[src/decoder_pkg.sv]
package decoder_pkg;

   // ***********************************
   // ALU function codes
   // ***********************************
   localparam logic [3:0] ALU_PASS_NZ = 4'h0;
   localparam logic [3:0] ALU_CLEAR   = 4'h1;
   localparam logic [3:0] ALU_SUB     = 4'h2;
   localparam logic [3:0] ALU_DEC     = 4'h3;
   localparam logic [3:0] ALU_OR      = 4'h4;
   localparam logic [3:0] ALU_AND     = 4'h5;
   localparam logic [3:0] ALU_XOR     = 4'h6;
   localparam logic [3:0] ALU_ADD     = 4'h7;
   localparam logic [3:0] ALU_PASS_Z  = 4'h8;
   localparam logic [3:0] ALU_NOT     = 4'h9;
   localparam logic [3:0] ALU_INC     = 4'hA;
   localparam logic [3:0] ALU_BIT_CLR = 4'hB;
   localparam logic [3:0] ALU_ROT_R   = 4'hC;
   localparam logic [3:0] ALU_ROT_L   = 4'hD;
   localparam logic [3:0] ALU_SWAP    = 4'hE;
   localparam logic [3:0] ALU_BIT_SET = 4'hF;

   // Standard group, indexed by word bits 9..6
   localparam logic [3:0] STD_ALU [16] = '{
      ALU_PASS_NZ, ALU_CLEAR, ALU_SUB, ALU_DEC, ALU_OR, ALU_AND, ALU_XOR, ALU_ADD,
      ALU_PASS_Z, ALU_NOT, ALU_INC, ALU_DEC, ALU_ROT_R, ALU_ROT_L, ALU_SWAP, ALU_INC};
   // Immediate group, indexed by word bits 9..8
   localparam logic [3:0] IMM_ALU [4] = '{ALU_PASS_NZ, ALU_OR, ALU_AND, ALU_XOR};

   // ***********************************
   // Op-codes and fields
   // ***********************************
   localparam logic [11:0] OP_NOP        = 12'h000;
   localparam logic [11:0] OP_TIMER_OPT  = 12'h002;
   localparam logic [11:0] OP_SLEEP      = 12'h003;
   localparam logic [11:0] OP_WDT_RESET  = 12'h004;
   localparam logic [4:0]  PC_REG        = 5'h02;
   localparam logic [4:0]  INDIRECT_REG  = 5'h00;

   // ***********************************
   // Register map
   // ***********************************
   localparam logic [11:0] CTRL_OFS      = 12'h000;
   localparam logic [11:0] STAT_OFS      = 12'h004;
   localparam logic [11:0] COUNT_OFS     = 12'h008;
   localparam int          CTRL_PRST_BIT = 0;

   typedef enum logic [2:0] {
      ST_EXEC  = 3'b001,
      ST_EXTRA = 3'b010,
      ST_SLEEP = 3'b100
   } state_t;

   typedef struct packed {
      logic [3:0] alu;
      logic       acc_we;
      logic       reg_we;
      logic [4:0] reg_addr;
      logic [2:0] bit_num;
      logic [7:0] literal;
      logic [8:0] target;
      logic       jump;
      logic       call;
      logic       ret;
      logic [2:0] port;
      logic       tmr;
      logic       sleep;
      logic       wdt;
      logic       two;
      logic       skip_zero;
      logic       skip_bclr;
      logic       skip_bset;
   } dec_t;

endpackage : decoder_pkg

[src/op_decoder_unit.sv]
// Functional notes
// - Implicit codes are matched on all twelve bits.
// - Implicit codes drive only their own enables; no-op drives none.
// - Port direction move uses low three bits to pick the port.
// - Standard group: register field, destination bit, sixteen ALU ops, one cycle, two when writing the program counter register.
// - Bit 5 picks destination: one register, zero accumulator.
// - Accumulator destination raises accumulator load, else register write.
// - Accumulator-to-register move always has destination bit set.
// - Skip instructions take one cycle, two when skipping; tests pass through.
// - Branches take two cycles with pass-through ALU function.
// - Jump target is the low nine word bits.
// - Call target is low eight bits; subroutines in lower half.
// - Bitwise ops act on registers only, result back to source.
// - Immediate ops combine eight-bit literal with accumulator in one cycle.
// - Power-down stops fetches; clocks keep running for the watchdog.
// - Power-down holds until master reset from watchdog, pin or software.
// - Power-down drives the sleep indication output.
// - Power-down also restarts the watchdog with a single pulse.
// - Two-cycle register writes carry identical data in both cycles.
// - Next word is prefetched, memory gets a full cycle.
// - Four-bit ALU function code follows the fixed encoding.
// - Next-instruction strobe late by one cycle for two-cycle ops.
// - Register field zero routes index low bits onto the address.
// - Master reset loads a no-op into the instruction register.
//
// Implementation choices: the APB register port and the register offsets.
`timescale 1ns/1ps
module op_decoder_unit #(
   parameter int unsigned PADDR_W = 12
) (
   // Clock and reset
   input  wire logic               ref_clk,
   input  wire logic               rstn,
   // Reset sources
   input  wire logic               watchdog_reset,
   input  wire logic               ext_reset_pin,
   // Instruction memory and datapath status
   input  wire logic [11:0]        fetch_word,
   input  wire logic [4:0]         index_low,
   input  wire logic               zero_result,
   input  wire logic               bit_test_result,
   // APB slave
   input  wire logic               psel,
   input  wire logic               penable,
   input  wire logic               pwrite,
   input  wire logic [PADDR_W-1:0] paddr,
   input  wire logic [31:0]        pwdata,
   output logic                    pready,
   output logic [31:0]             prdata,
   output logic                    pslverr,
   // Instruction register and ALU control
   output logic [11:0]             instruction_word,
   output logic                    next_instruction_strobe,
   output logic [3:0]              alu_function_code,
   output logic                    accumulator_load_en,
   output logic                    register_write_en,
   output logic [4:0]              register_address,
   output logic [2:0]              bit_number,
   output logic [7:0]              literal_value,
   // Program counter control
   output logic [8:0]              pc_target,
   output logic                    pc_jump_en,
   output logic                    pc_call_en,
   output logic                    pc_return_en,
   // Implicit controls
   output logic                    port0_dir_load_en,
   output logic                    port1_dir_load_en,
   output logic                    port2_dir_load_en,
   output logic                    timer_option_load_en,
   output logic                    watchdog_restart,
   output logic                    power_down_ctl,
   output logic                    sleep_out
);

   // ***********************************
   // Decode
   // ***********************************
   function automatic decoder_pkg::dec_t decode(input logic [11:0] w, input logic [4:0] idx);
      decoder_pkg::dec_t d;
      d = '0;
      d.reg_addr = (w[4:0] == decoder_pkg::INDIRECT_REG) ? idx : w[4:0];
      d.bit_num  = w[7:5];
      d.literal  = w[7:0];
      d.alu      = decoder_pkg::ALU_PASS_NZ;
      unique case (w[11:10])
         2'b00:
         begin
            if (w[9:5] == 5'h00)
            begin
               // Unlisted codes here fall through with nothing set
               if (w == decoder_pkg::OP_TIMER_OPT)
                  d.tmr = 1'b1;
               else if (w == decoder_pkg::OP_SLEEP)
               begin
                  d.sleep = 1'b1;
                  d.wdt   = 1'b1;
               end
               else if (w == decoder_pkg::OP_WDT_RESET)
                  d.wdt = 1'b1;
               else if (w[4:0] == 5'h05)
                  d.port = 3'b001;
               else if (w[4:0] == 5'h06)
                  d.port = 3'b010;
               else if (w[4:0] == 5'h07)
                  d.port = 3'b100;
            end
            else
            begin
               // Move from accumulator only exists with bit 5 set
               d.alu       = decoder_pkg::STD_ALU[w[9:6]];
               d.acc_we    = ~w[5];
               d.reg_we    = w[5];
               d.two       = w[5] && (d.reg_addr == decoder_pkg::PC_REG);
               d.skip_zero = (w[9:6] == 4'hB) || (w[9:6] == 4'hF);
            end
         end
         2'b01:
         begin
            unique case (w[9:8])
               2'b00:
               begin
                  d.alu    = decoder_pkg::ALU_BIT_CLR;
                  d.reg_we = 1'b1;
               end
               2'b01:
               begin
                  d.alu    = decoder_pkg::ALU_BIT_SET;
                  d.reg_we = 1'b1;
               end
               2'b10:
                  d.skip_bclr = 1'b1;
               2'b11:
                  d.skip_bset = 1'b1;
            endcase
            d.two = d.reg_we && (d.reg_addr == decoder_pkg::PC_REG);
         end
         2'b10:
         begin
            d.two = 1'b1;
            if (w[9])
            begin
               d.jump   = 1'b1;
               d.target = w[8:0];
            end
            else if (w[8])
            begin
               d.call   = 1'b1;
               d.target = {1'b0, w[7:0]};
            end
            else
            begin
               d.ret    = 1'b1;
               d.acc_we = 1'b1;
            end
         end
         2'b11:
         begin
            d.alu    = decoder_pkg::IMM_ALU[w[9:8]];
            d.acc_we = 1'b1;
         end
      endcase
      return d;
   endfunction : decode

   function automatic logic hit(input logic [PADDR_W-1:0] a, input logic [11:0] ofs);
      return a == PADDR_W'(ofs);
   endfunction : hit

   decoder_pkg::state_t st_q;
   decoder_pkg::dec_t   cur_q;
   decoder_pkg::dec_t   nxt;
   logic [1:0]          ext_sync_q;
   logic                prst_q;
   logic                master_reset;
   logic                skip_now;
   logic [11:0]         load_word;
   logic [31:0]         count_q;
   logic                wr_fire;
   logic                rd_take;

   // ***********************************
   // Master reset
   // ***********************************
   always_ff @(posedge ref_clk or negedge rstn)
   begin
      if (!rstn)
         ext_sync_q <= 2'b00;
      else
         ext_sync_q <= {ext_sync_q[0], ext_reset_pin};
   end

   assign master_reset = watchdog_reset | ext_sync_q[1] | prst_q;

   // ***********************************
   // Sequencing
   // ***********************************
   assign skip_now = (cur_q.skip_zero & zero_result) |
                     (cur_q.skip_bclr & ~bit_test_result) |
                     (cur_q.skip_bset & bit_test_result);
   // Skipped word is replaced so its slot becomes the second cycle
   assign load_word = skip_now ? decoder_pkg::OP_NOP : fetch_word;
   assign nxt = decode(load_word, index_low);

   always_ff @(posedge ref_clk or negedge rstn)
   begin
      if (!rstn)
      begin
         st_q                    <= decoder_pkg::ST_EXEC;
         cur_q                   <= '0;
         instruction_word        <= 12'h000;
         next_instruction_strobe <= 1'b1;
      end
      else if (master_reset)
      begin
         st_q                    <= decoder_pkg::ST_EXEC;
         cur_q                   <= '0;
         instruction_word        <= decoder_pkg::OP_NOP;
         next_instruction_strobe <= 1'b1;
      end
      else
      begin
         unique case (st_q)
            decoder_pkg::ST_EXEC, decoder_pkg::ST_EXTRA:
            begin
               if (next_instruction_strobe)
               begin
                  cur_q            <= nxt;
                  instruction_word <= load_word;
                  if (nxt.sleep)
                  begin
                     st_q                    <= decoder_pkg::ST_SLEEP;
                     next_instruction_strobe <= 1'b0;
                  end
                  else
                  begin
                     st_q                    <= decoder_pkg::ST_EXEC;
                     next_instruction_strobe <= ~nxt.two;
                  end
               end
               else
               begin
                  // Decode held, both register writes see the same data
                  st_q                    <= decoder_pkg::ST_EXTRA;
                  next_instruction_strobe <= 1'b1;
               end
            end
            decoder_pkg::ST_SLEEP:
               next_instruction_strobe <= 1'b0;
            default:
            begin
               st_q                    <= decoder_pkg::ST_EXEC;
               cur_q                   <= '0;
               next_instruction_strobe <= 1'b1;
            end
         endcase
      end
   end

   assign alu_function_code    = cur_q.alu;
   assign accumulator_load_en  = cur_q.acc_we;
   assign register_write_en    = cur_q.reg_we;
   assign register_address     = cur_q.reg_addr;
   assign bit_number           = cur_q.bit_num;
   assign literal_value        = cur_q.literal;
   assign pc_target            = cur_q.target;
   assign pc_jump_en           = cur_q.jump;
   assign pc_call_en           = cur_q.call;
   assign pc_return_en         = cur_q.ret;
   assign port0_dir_load_en    = cur_q.port[0];
   assign port1_dir_load_en    = cur_q.port[1];
   assign port2_dir_load_en    = cur_q.port[2];
   assign timer_option_load_en = cur_q.tmr;

   // ***********************************
   // Power-down and watchdog restart
   // ***********************************
   always_ff @(posedge ref_clk or negedge rstn)
   begin
      if (!rstn)
      begin
         power_down_ctl <= 1'b0;
         sleep_out      <= 1'b0;
      end
      else if (master_reset)
      begin
         power_down_ctl <= 1'b0;
         sleep_out      <= 1'b0;
      end
      else if (next_instruction_strobe && st_q != decoder_pkg::ST_SLEEP && nxt.sleep)
      begin
         power_down_ctl <= 1'b1;
         sleep_out      <= 1'b1;
      end
   end

   // Pulse from the load, not the held flag, so it fires once
   always_ff @(posedge ref_clk or negedge rstn)
   begin
      if (!rstn)
         watchdog_restart <= 1'b0;
      else
         watchdog_restart <= ~master_reset & next_instruction_strobe & nxt.wdt;
   end

   // ***********************************
   // APB registers
   // ***********************************
   assign wr_fire = psel & penable & pready & pwrite;
   assign rd_take = psel & penable & ~pready;

   always_ff @(posedge ref_clk or negedge rstn)
   begin
      if (!rstn)
      begin
         pready  <= 1'b0;
         prdata  <= 32'h0000_0000;
         pslverr <= 1'b0;
      end
      else
      begin
         pready  <= rd_take;
         pslverr <= rd_take & ~(hit(paddr, decoder_pkg::CTRL_OFS) | hit(paddr, decoder_pkg::STAT_OFS) |
                                hit(paddr, decoder_pkg::COUNT_OFS));
         if (rd_take && !pwrite && hit(paddr, decoder_pkg::STAT_OFS))
            prdata <= {13'h0000, st_q, 3'h0, power_down_ctl, instruction_word};
         else if (rd_take && !pwrite && hit(paddr, decoder_pkg::COUNT_OFS))
            prdata <= count_q;
         else
            prdata <= 32'h0000_0000;
      end
   end

   // Software reset: write one, self clearing
   always_ff @(posedge ref_clk or negedge rstn)
   begin
      if (!rstn)
         prst_q <= 1'b0;
      else
         prst_q <= wr_fire & hit(paddr, decoder_pkg::CTRL_OFS) & pwdata[decoder_pkg::CTRL_PRST_BIT];
   end

   // Loads since reset; a write clears it
   always_ff @(posedge ref_clk or negedge rstn)
   begin
      if (!rstn)
         count_q <= 32'h0000_0000;
      else if (wr_fire && hit(paddr, decoder_pkg::COUNT_OFS))
         count_q <= 32'h0000_0000;
      else if (next_instruction_strobe && !master_reset && st_q != decoder_pkg::ST_SLEEP)
         count_q <= count_q + 32'h0000_0001;
   end
endmodule : op_decoder_unit

[config.mk]
export PLATFORM = sky130hd
export DESIGN_NAME = op_decoder_unit
export DESIGN_NICKNAME = d
export VERILOG_FILES = /design/src/decoder_pkg.sv /design/src/op_decoder_unit.sv
export SDC_FILE = /design/constraint.sdc
export NUM_CORES = 1
export LEC_CHECK = 0
export BUFFER_PORTS_ARGS = -buffer_cell sky130_fd_sc_hd__clkbuf_2
export CORE_ASPECT_RATIO = 0.75
export CORE_MARGIN = 4
export CORE_UTILIZATION = 50
export DETAILED_ROUTE_END_ITERATION = 8
export GPL_TIMING_DRIVEN = 0
export HOLD_SLACK_MARGIN = 0.06
export PLACE_DENSITY = 0.86
export SYNTH_ARGS = -nofsm -noshare
export SYNTH_HDL_FRONTEND = slang
export SYNTH_SLANG_ARGS = --single-unit
[constraint.sdc]
create_clock -name ref_clk -period 3 [get_ports ref_clk]
set_input_delay 0.15 -clock ref_clk [delete_from_list [all_inputs] [get_ports ref_clk]]
set_output_delay 0.15 -clock ref_clk [all_outputs]
set_load 0.01 [all_outputs]
### After elaboration in Yosys (flattened, before gate mapping)

Memories as Yosys holds them, arrays and structs flattened.
Index checks and enable logic that the tools add are counted.

* $mul: 0
* muxes and demuxes: 61
* bitwise operators: 26
* div/mod/pow operators: 0
* reductions and logical operators: 26
* magnitude comparators: 2
* shift operators: 0
* add/subtract/negate cells: 1
* eq/ne operators: 23

Operator list (number)
* 32-bit two-way mux: 4
* 44-bit two-way mux: 2
* 44-bit case mux with 2 select lines: 1
* 12-bit two-way mux: 5
* 32-bit by 1-bit adder with 32-bit output, second input constant: 1
* 3-bit two-way mux: 9
* 12-bit by 2-bit == test with 1-bit output, second input constant: 2
* 12-bit by 3-bit == test with 1-bit output, second input constant: 2
* 1-bit two-way mux: 18
* 6-bit two-way mux: 3
* 4-bit two-way mux: 4
* 5-bit by 3-bit == test with 1-bit output, second input constant: 3
* 1-bit bitwise AND: 12
* 12-bit by 4-bit == test with 1-bit output, second input constant: 1
* 12-bit zero test: 1
* 4-bit case mux with 3 select lines: 1
* 1-bit logical AND: 10
* 5-bit zero test: 2
* 9-bit two-way mux: 1
* 4-bit binary-select mux with 2-bit select: 1
* 2-bit == test, second input constant: 4
* 4-bit == test, second input constant: 2
* 2-bit two-way mux: 4
* 8-bit two-way mux: 1
* 24 further kinds: 45

* bits in registers: 128
* bits in latches: 0
* output and inout bits: 88
* ROM bits: 64
* memories kept: 1
* RAM bits: 0

Memory list
* (name not given): words 16, width 4, read ports 1, clocked after Yosys merged registers in 0, write ports 0, RTL line op_decoder_unit.sv:110 `d.alu = decoder_pkg::STD_ALU[w[9:6]];`

### Depth between registers and ports, before layout

Gate-level depths: netlist (run 1).

* word-level depth: 18
* gate-level depth with buffers: 8
* mapped depth without buffers: 5

### Worst setup path after synthesis (run 1)

OpenSTA, ideal clock, no wires.

* path kind: reg-to-reg
* start point: register next_instruction_strobe
* end point: register count_q[31]
* buffers on the path: 2
* setup slack: 0.734 ns
* library setup time: 0.079 ns
* arrival: 2.187 ns
* cell stages (with the launch flop): 7
* clock period less this slack: 2.266 ns
* required time: 2.921 ns
* cells stage by stage: dfstp_2 > or4b_4 > buf_6 > or3_4 > buf_6 > nor4_1 > mux2i_1

* longest elaborated chain between the ends: 3

RTL lines
* from (decl): RTL line op_decoder_unit.sv:53 `output logic next_instruction_strobe,`
* from (signal assigned): RTL line op_decoder_unit.sv:237 `next_instruction_strobe <= ~nxt.two;`
* 1-bit logical AND (2 in a row): RTL line op_decoder_unit.sv:349 `else if (next_instruction_strobe && !master_reset && st_q != decoder_pkg::ST_SLEEP)`
* 2-bit nonzero test (no source line)
* to (signal assigned): RTL line op_decoder_unit.sv:350 `count_q <= count_q + 32'h0000_0001;`
* to (decl): RTL line op_decoder_unit.sv:177 `logic [31:0] count_q;`

No other way between the ends.
A chain may end at the register's enable or synchronous reset.

### Final worst setup path (run 1)

Same ends and word-level chain as after synthesis.

==> qor.csv, run 1 <==
metric,value,unit
leakagePower,0.00355,µW
area_growth,25.7,%
synthFlopType,dfrtp_1,
grt_pass1_wl,26.5,mm
worstMarginPinSlew,1.01,ns
combPwrFrac,8.8,%
yosysUniqueCellTypes,59,
syn_inst,549,
synth-simple-area-share,18.3,%
num-nets-final,774,
fin_ws,0.481,ns
multi_input_area,2370,µm²
place_congestion,1.00,
finalHoldViolCount,0,
synth_adder_area_share,0.210,%
start_util,51.3,%
internal_power,3130,µW
crit_type,reg -> reg,
slowest_stage,dfstp_2,
synth_top_family_by_area,simple AND/OR/NAND/NOR gates,
crit_family,simple AND/OR/NAND/NOR gates,
cap_viol_max_count,0,
htreeDepth,4,
hold_depth,3,
cts_setup_buffers,0,
end_kind,flop,
yosysTopAreaCellShare,51.7,%
area.sequential,3130,µm²
cts_buffer_depth,2,
first_pass_iters,7,
tritoncts,done,
crit_arrival,2.87,ns
clock_power_share,48.2,%
yosys.area.top_type,dfrtp_1,
switchingPower,1110,µW
grt_max_degree,125,
critPathLaunchType,flop,
drive_above_1_share,30.4,%
reg2regPathDepth,6,
rsz0062_at_grt,false,
die-area,13700,µm²
avgSynthCellArea,10.8,µm²
worstPathRequired,3.35,ns
ant_nets,0,
drtIter0Drc,665,
cpMostUsedCell,buf_6,
rows,34,
ys_async_sr_fraction,100,%
min_path_type,in -> reg,
die-width,134,µm
cellPowerDensity,566,nW/µm²
synthTopCellsByArea,"dfrtp_1, a22o_1, buf_4",
synth_seq_area_share,52.6,%
synth_compound_area_share,18.3,%
grt-ovfl-total,0,
setup_tns,0,ns
root_buffer,clkbuf_16,
clk_pin_slew,0.06,ns
yosysWarnings,0,
crit_path_max_incr_delay,0.58,ns
cp.depth,6,
cts.repair.resized,0,
cp_max_fo,10,
fmax,0.397,GHz
slew-limit-headroom,32.2,%
vias_per_cell,6.08,
fillers,879,
ir_worst_vdd,0.000466,V
fin_crit_sh,84.0,%
grt_use_total,24.5,%
synth-edff-count,0,
vias,5335,
cts_made_buffers,17,
status,finished clean,
routed_wl,16.7,mm
synth_area,5950,µm²
antenna_found_initial,0,
ioPinCount,158,
swShare,26.2,%
ys_ff_latch,125,
n_antenna_cell,0,
drc_errors,0,
synthXorXnorAreaFrac,1.18,%
crit_buf_inv,2,
grt_pass1_vias,5126,
finalMaxSlewViolations,0,
crit_chain,or4b_4 > buf_6 > or3_4 > buf_6 > nor4_1 > mux2i_1,
core-area,11600,µm²
cts_hold_buf,8,
worstSkewPairLatency,0.43,ns
power_frac_seq,43.0,%
dpl.hpwl,11.5,mm
routedWlPerCell,19.1,µm
synth_mux_area_share,1.85,%
cts.sinks,125,
finalSetupViolCount,0,
fin_worst_skew,0.00868,ns
min_period,2.52,ns
place_ws,0.494,ns
synthesis.nets,620,
numPortBuffers,126,
die_height,103,µm
[cells in the mapped netlist, types with 11 or more instances]
master and number:
dfrtp_1 123, a22o_1 49, buf_4 30, clkbuf_1 26, nand2_1 23, nand3_1 23
and2_1 20, nor4_1 20, a21oi_1 19, o21ai_0 19, nor2_1 17, or4_1 17
o31ai_1 14, nand4_1 12, inv_1 11, mux2i_1 11
[state kept, by name, summed over array words and instances, names as in the netlist, 2 cells and up]
register / count
pc_target: 9
alu_function_code: 4
count_q: 32
cur_q: 3
st_q: 3
instruction_word: 12
prdata: 32
register_address: 5
bit_number: 3
ext_sync_q: 2
literal_value: 5
[placed cells by master, fill, tap and decap left out, drive strengths merged, types with 12 or more instances in the layout]
| master | n |
|---|---|
| dfrtp | 123 |
| a22o | 49 |
| nor2 | 18 |
| or4 | 17 |
| inv | 17 |
| o21ai | 19 |
| o31ai | 14 |
| nand4 | 12 |
| nand3 | 23 |
| a21oi | 19 |
| buf | 44 |
| nor4 | 23 |
| and2 | 20 |
| clkbuf | 169 |
| nand2 | 23 |
[area by class of cell]
type	instances	area share [%]
Timing Repair Buffer	135	9.98
Buffer	69	5.48
Tap cell	162	2.71
Sequential cell	125	41.8
Multi-Input combinational cell	344	31.7
Clock inverter	15	2.11
Clock buffer	17	5.68
Inverter	11	0.551
[per-layer routing]
metal | share of wire (%) | global-route usage (%) | vias to the layer above
met5 | 0 | 0 | -
met4 | 3.0 | 9.62 | 0
met3 | 9.3 | 6.93 | 64
met2 | 46 | 37.8 | 321
met1 | 42 | 33.5 | 2598
li1 | - | - | 2352
[logic make-up after synthesis]
| group | Yosys count |
|---|---|
| muxes | 11 |
| buffers and inverters | 80 |
| adders and majority gates | 1 |
| and+or+nand+nor | 179 |
| DFF | 125 |
| AOI/OAI and AO/OA | 145 |
| xor gates and xnor gates | 8 |
[worst paths after layout]
kind | from | slack (ns) | endpoint
setup / recovery | next_instruction_strobe | 0.48 | count_q[31]
hold reg to reg | ext_sync_q[0] | 0.35 | ext_sync_q[1]
hold / removal | index_low[0] | 0.06 | register_address[0]
max in group asynchronous | rstn | 2.18 | register_address[0]
min in group asynchronous | rstn | 0.07 | bit_number[0]
setup reg to reg | next_instruction_strobe | 0.48 | count_q[31]
[stage by stage]
step	area (µm²)	hold slack [ns]	instances	util [%]	power [µW]
floorplan	5950	-0.146	549	-	2040
global placement	6790	0.260	837	58.4	2180
detailed placement	6820	-0.0442	838	58.8	2200
CTS	7490	0.0647	878	64.5	4250
global route	7490	0.0759	878	64.5	4370
finish	7490	0.0637	878	64.5	4240
[worst register-to-register path, stage by stage, from the launching register on]
cell	delay, ns
dfstp_2	0.58
or4b_4	0.47
buf_6	0.16
or3_4	0.43
buf_6	0.17
nor4_1	0.39
mux2i_1	0.23
[power by group through the flow]
stage / Sequential (µW) / Clock [µW] / Combinational, µW
floorplan: 1830 / 0 / 204
global placement: 1840 / 0 / 338
detailed placement: 1840 / 0 / 359
CTS: 1820 / 2060 / 370
global route: 1830 / 2130 / 408
finish: 1820 / 2040 / 375
(Power assumes the default switching activity.)
==> run 2: changes to the inputs <==
Settings changed: CORE_UTILIZATION 50 to 48, PLACE_DENSITY 0.86 to 0.87.
Clock period 3 ns to 2.1 ns, I/O delays scaled along.
==> qor.csv, run 2 (synthesis results as in run 1) <==
metric,value,unit
status,"finished, violations left",
violations,setup timing,
crit_family,simple AND/OR/NAND/NOR gates,
drc_errors,0,
routed_wl,20.4,mm
fin_crit_sh,107,%
slew-limit-headroom,51.6,%
start_util,50.2,%
final_util,69.5,%
num-nets-final,810,
top_regs,"count_q x32, prdata x32, instruction_word x12",
grt_use_total,26.8,%
grt-ovfl-total,0,
r2r_slack,-0.14,ns
die-area,14300,µm²
end_kind,flop,
cap_viol_max_count,0,
grt_pass1_vias,5722,
place_congestion,0.960,
area.sequential,3140,µm²
grt_max_degree,106,
leakagePower,0.00391,µW
fin_ws,-0.144,ns
ir_worst_vdd,0.000594,V
vias,5861,
antenna_found_initial,0,
fin_worst_skew,0.0118,ns
ioPinCount,158,
dpl.hpwl,11.8,mm
min_path_type,in -> reg,
cts_made_buffers,17,
cts_buffer_depth,2,
die_height,104,µm
fin_hold_ws,0.0789,ns
crit_chain,or4b_4 > or3_4 > or4_4 > a21oi_4,
slowest_stage,or4_4,
cts.sinks,125,
crit_path_max_incr_delay,0.54,ns
rows,34,
fillers,733,
core-area,11900,µm²
rsz0062_at_grt,true,
grt_pass1_wl,30.0,mm
final_common_cell,clkbuf_2,
worstPathRequired,2.45,ns
cp_max_fo,7,
fmax,0.446,GHz
clk_pin_slew,0.06,ns
critPathLaunchType,flop,
numPortBuffers,126,
finalSetupViolCount,41,
cellPowerDensity,758,nW/µm²
worstMarginPinSlew,0.719,ns
place_ws,-0.306,ns
finalHoldViolCount,0,
htreeDepth,4,
die-width,137,µm
first_pass_iters,6,
ant_nets,0,
layout_common_cells,"clkbuf_2, dfrtp_1, buf_4",
root_buffer,clkbuf_16,
multi_input_area,2740,µm²
crit_arrival,2.59,ns
n_antenna_cell,0,
vias_per_cell,6.41,
drtIter0Drc,953,
min_period,2.24,ns
area_growth,38.5,%
crit_buf_inv,0,
routedWlPerCell,22.3,µm
crit_type,reg -> reg,
drive_above_1_share,40.4,%
finalMaxSlewViolations,0,
worstSkewPairLatency,0.42,ns
tritoncts,done,
## run 2: timing repair
| action | in CTS | in global routing |
|---|---|---|
| setup buffers | 20 | 10 |
| hold buffers | 14 | 0 |
| hold endpoints to repair | 137 | 0 |
| pin swaps | 11 | 18 |
| gates cloned | 2 | 2 |
| setup endpoints to repair | 102 | 93 |
| resized for setup | 38 | 61 |
## run 2: worst paths after layout
kind,start,end,cells past startpoint
max in group asynchronous,rstn,count_q[4],3
setup reg to reg,next_instruction_strobe,count_q[27],4
min in group asynchronous,rstn,prdata[29],2
setup / recovery,next_instruction_strobe,count_q[27],4
hold reg to reg,ext_sync_q[0],ext_sync_q[1],0
hold / removal,index_low[3],register_address[3],3
## run 2: power by group
part	total (µW)	internal [µW]	switching [µW]	leakage, µW
clock network	2930	1760	1170	0.000284
logic	740	293	447	0.00192
registers	2590	2500	89.7	0.00170
## run 2: final cells by class
cell class	count	area share [%]
flip-flops and latches	125	38.0
multi-input cells	344	33.2
repair buffers	173	13.2
plain buffers	67	5.48
clock buffers	17	5.16
well taps	162	2.46
clock inverters	15	1.99
inverters	11	0.501
## run 2: through the flow
stage               std cells  cell area (µm²)  power, µW  setup TNS (ns)
floorplan                 549             6000       2920          -0.378
global placement          837             6830       3120         -112.94
detailed placement        838             6870       3170          -17.32
CTS                       904             7940       6160          -0.548
global route              914             8250       6410           -4.16
finish                    914             8250       6250           -1.82
## run 2: worst reg2reg max path, stage by stage, from the launching register on
cell     delay (ns)
dfstp_2        0.53
or4b_4         0.52
or3_4          0.43
or4_4          0.54
a21oi_4        0.16
## run 2: per-layer routing
metal,wire length [µm],vias up,GRT usage [%]
met5,0,-,0
met1,7600,2780,35.1
met2,9340,520,40.4
met4,1290,0,13.6
met3,2170,140,7.93
li1,-,2421,-
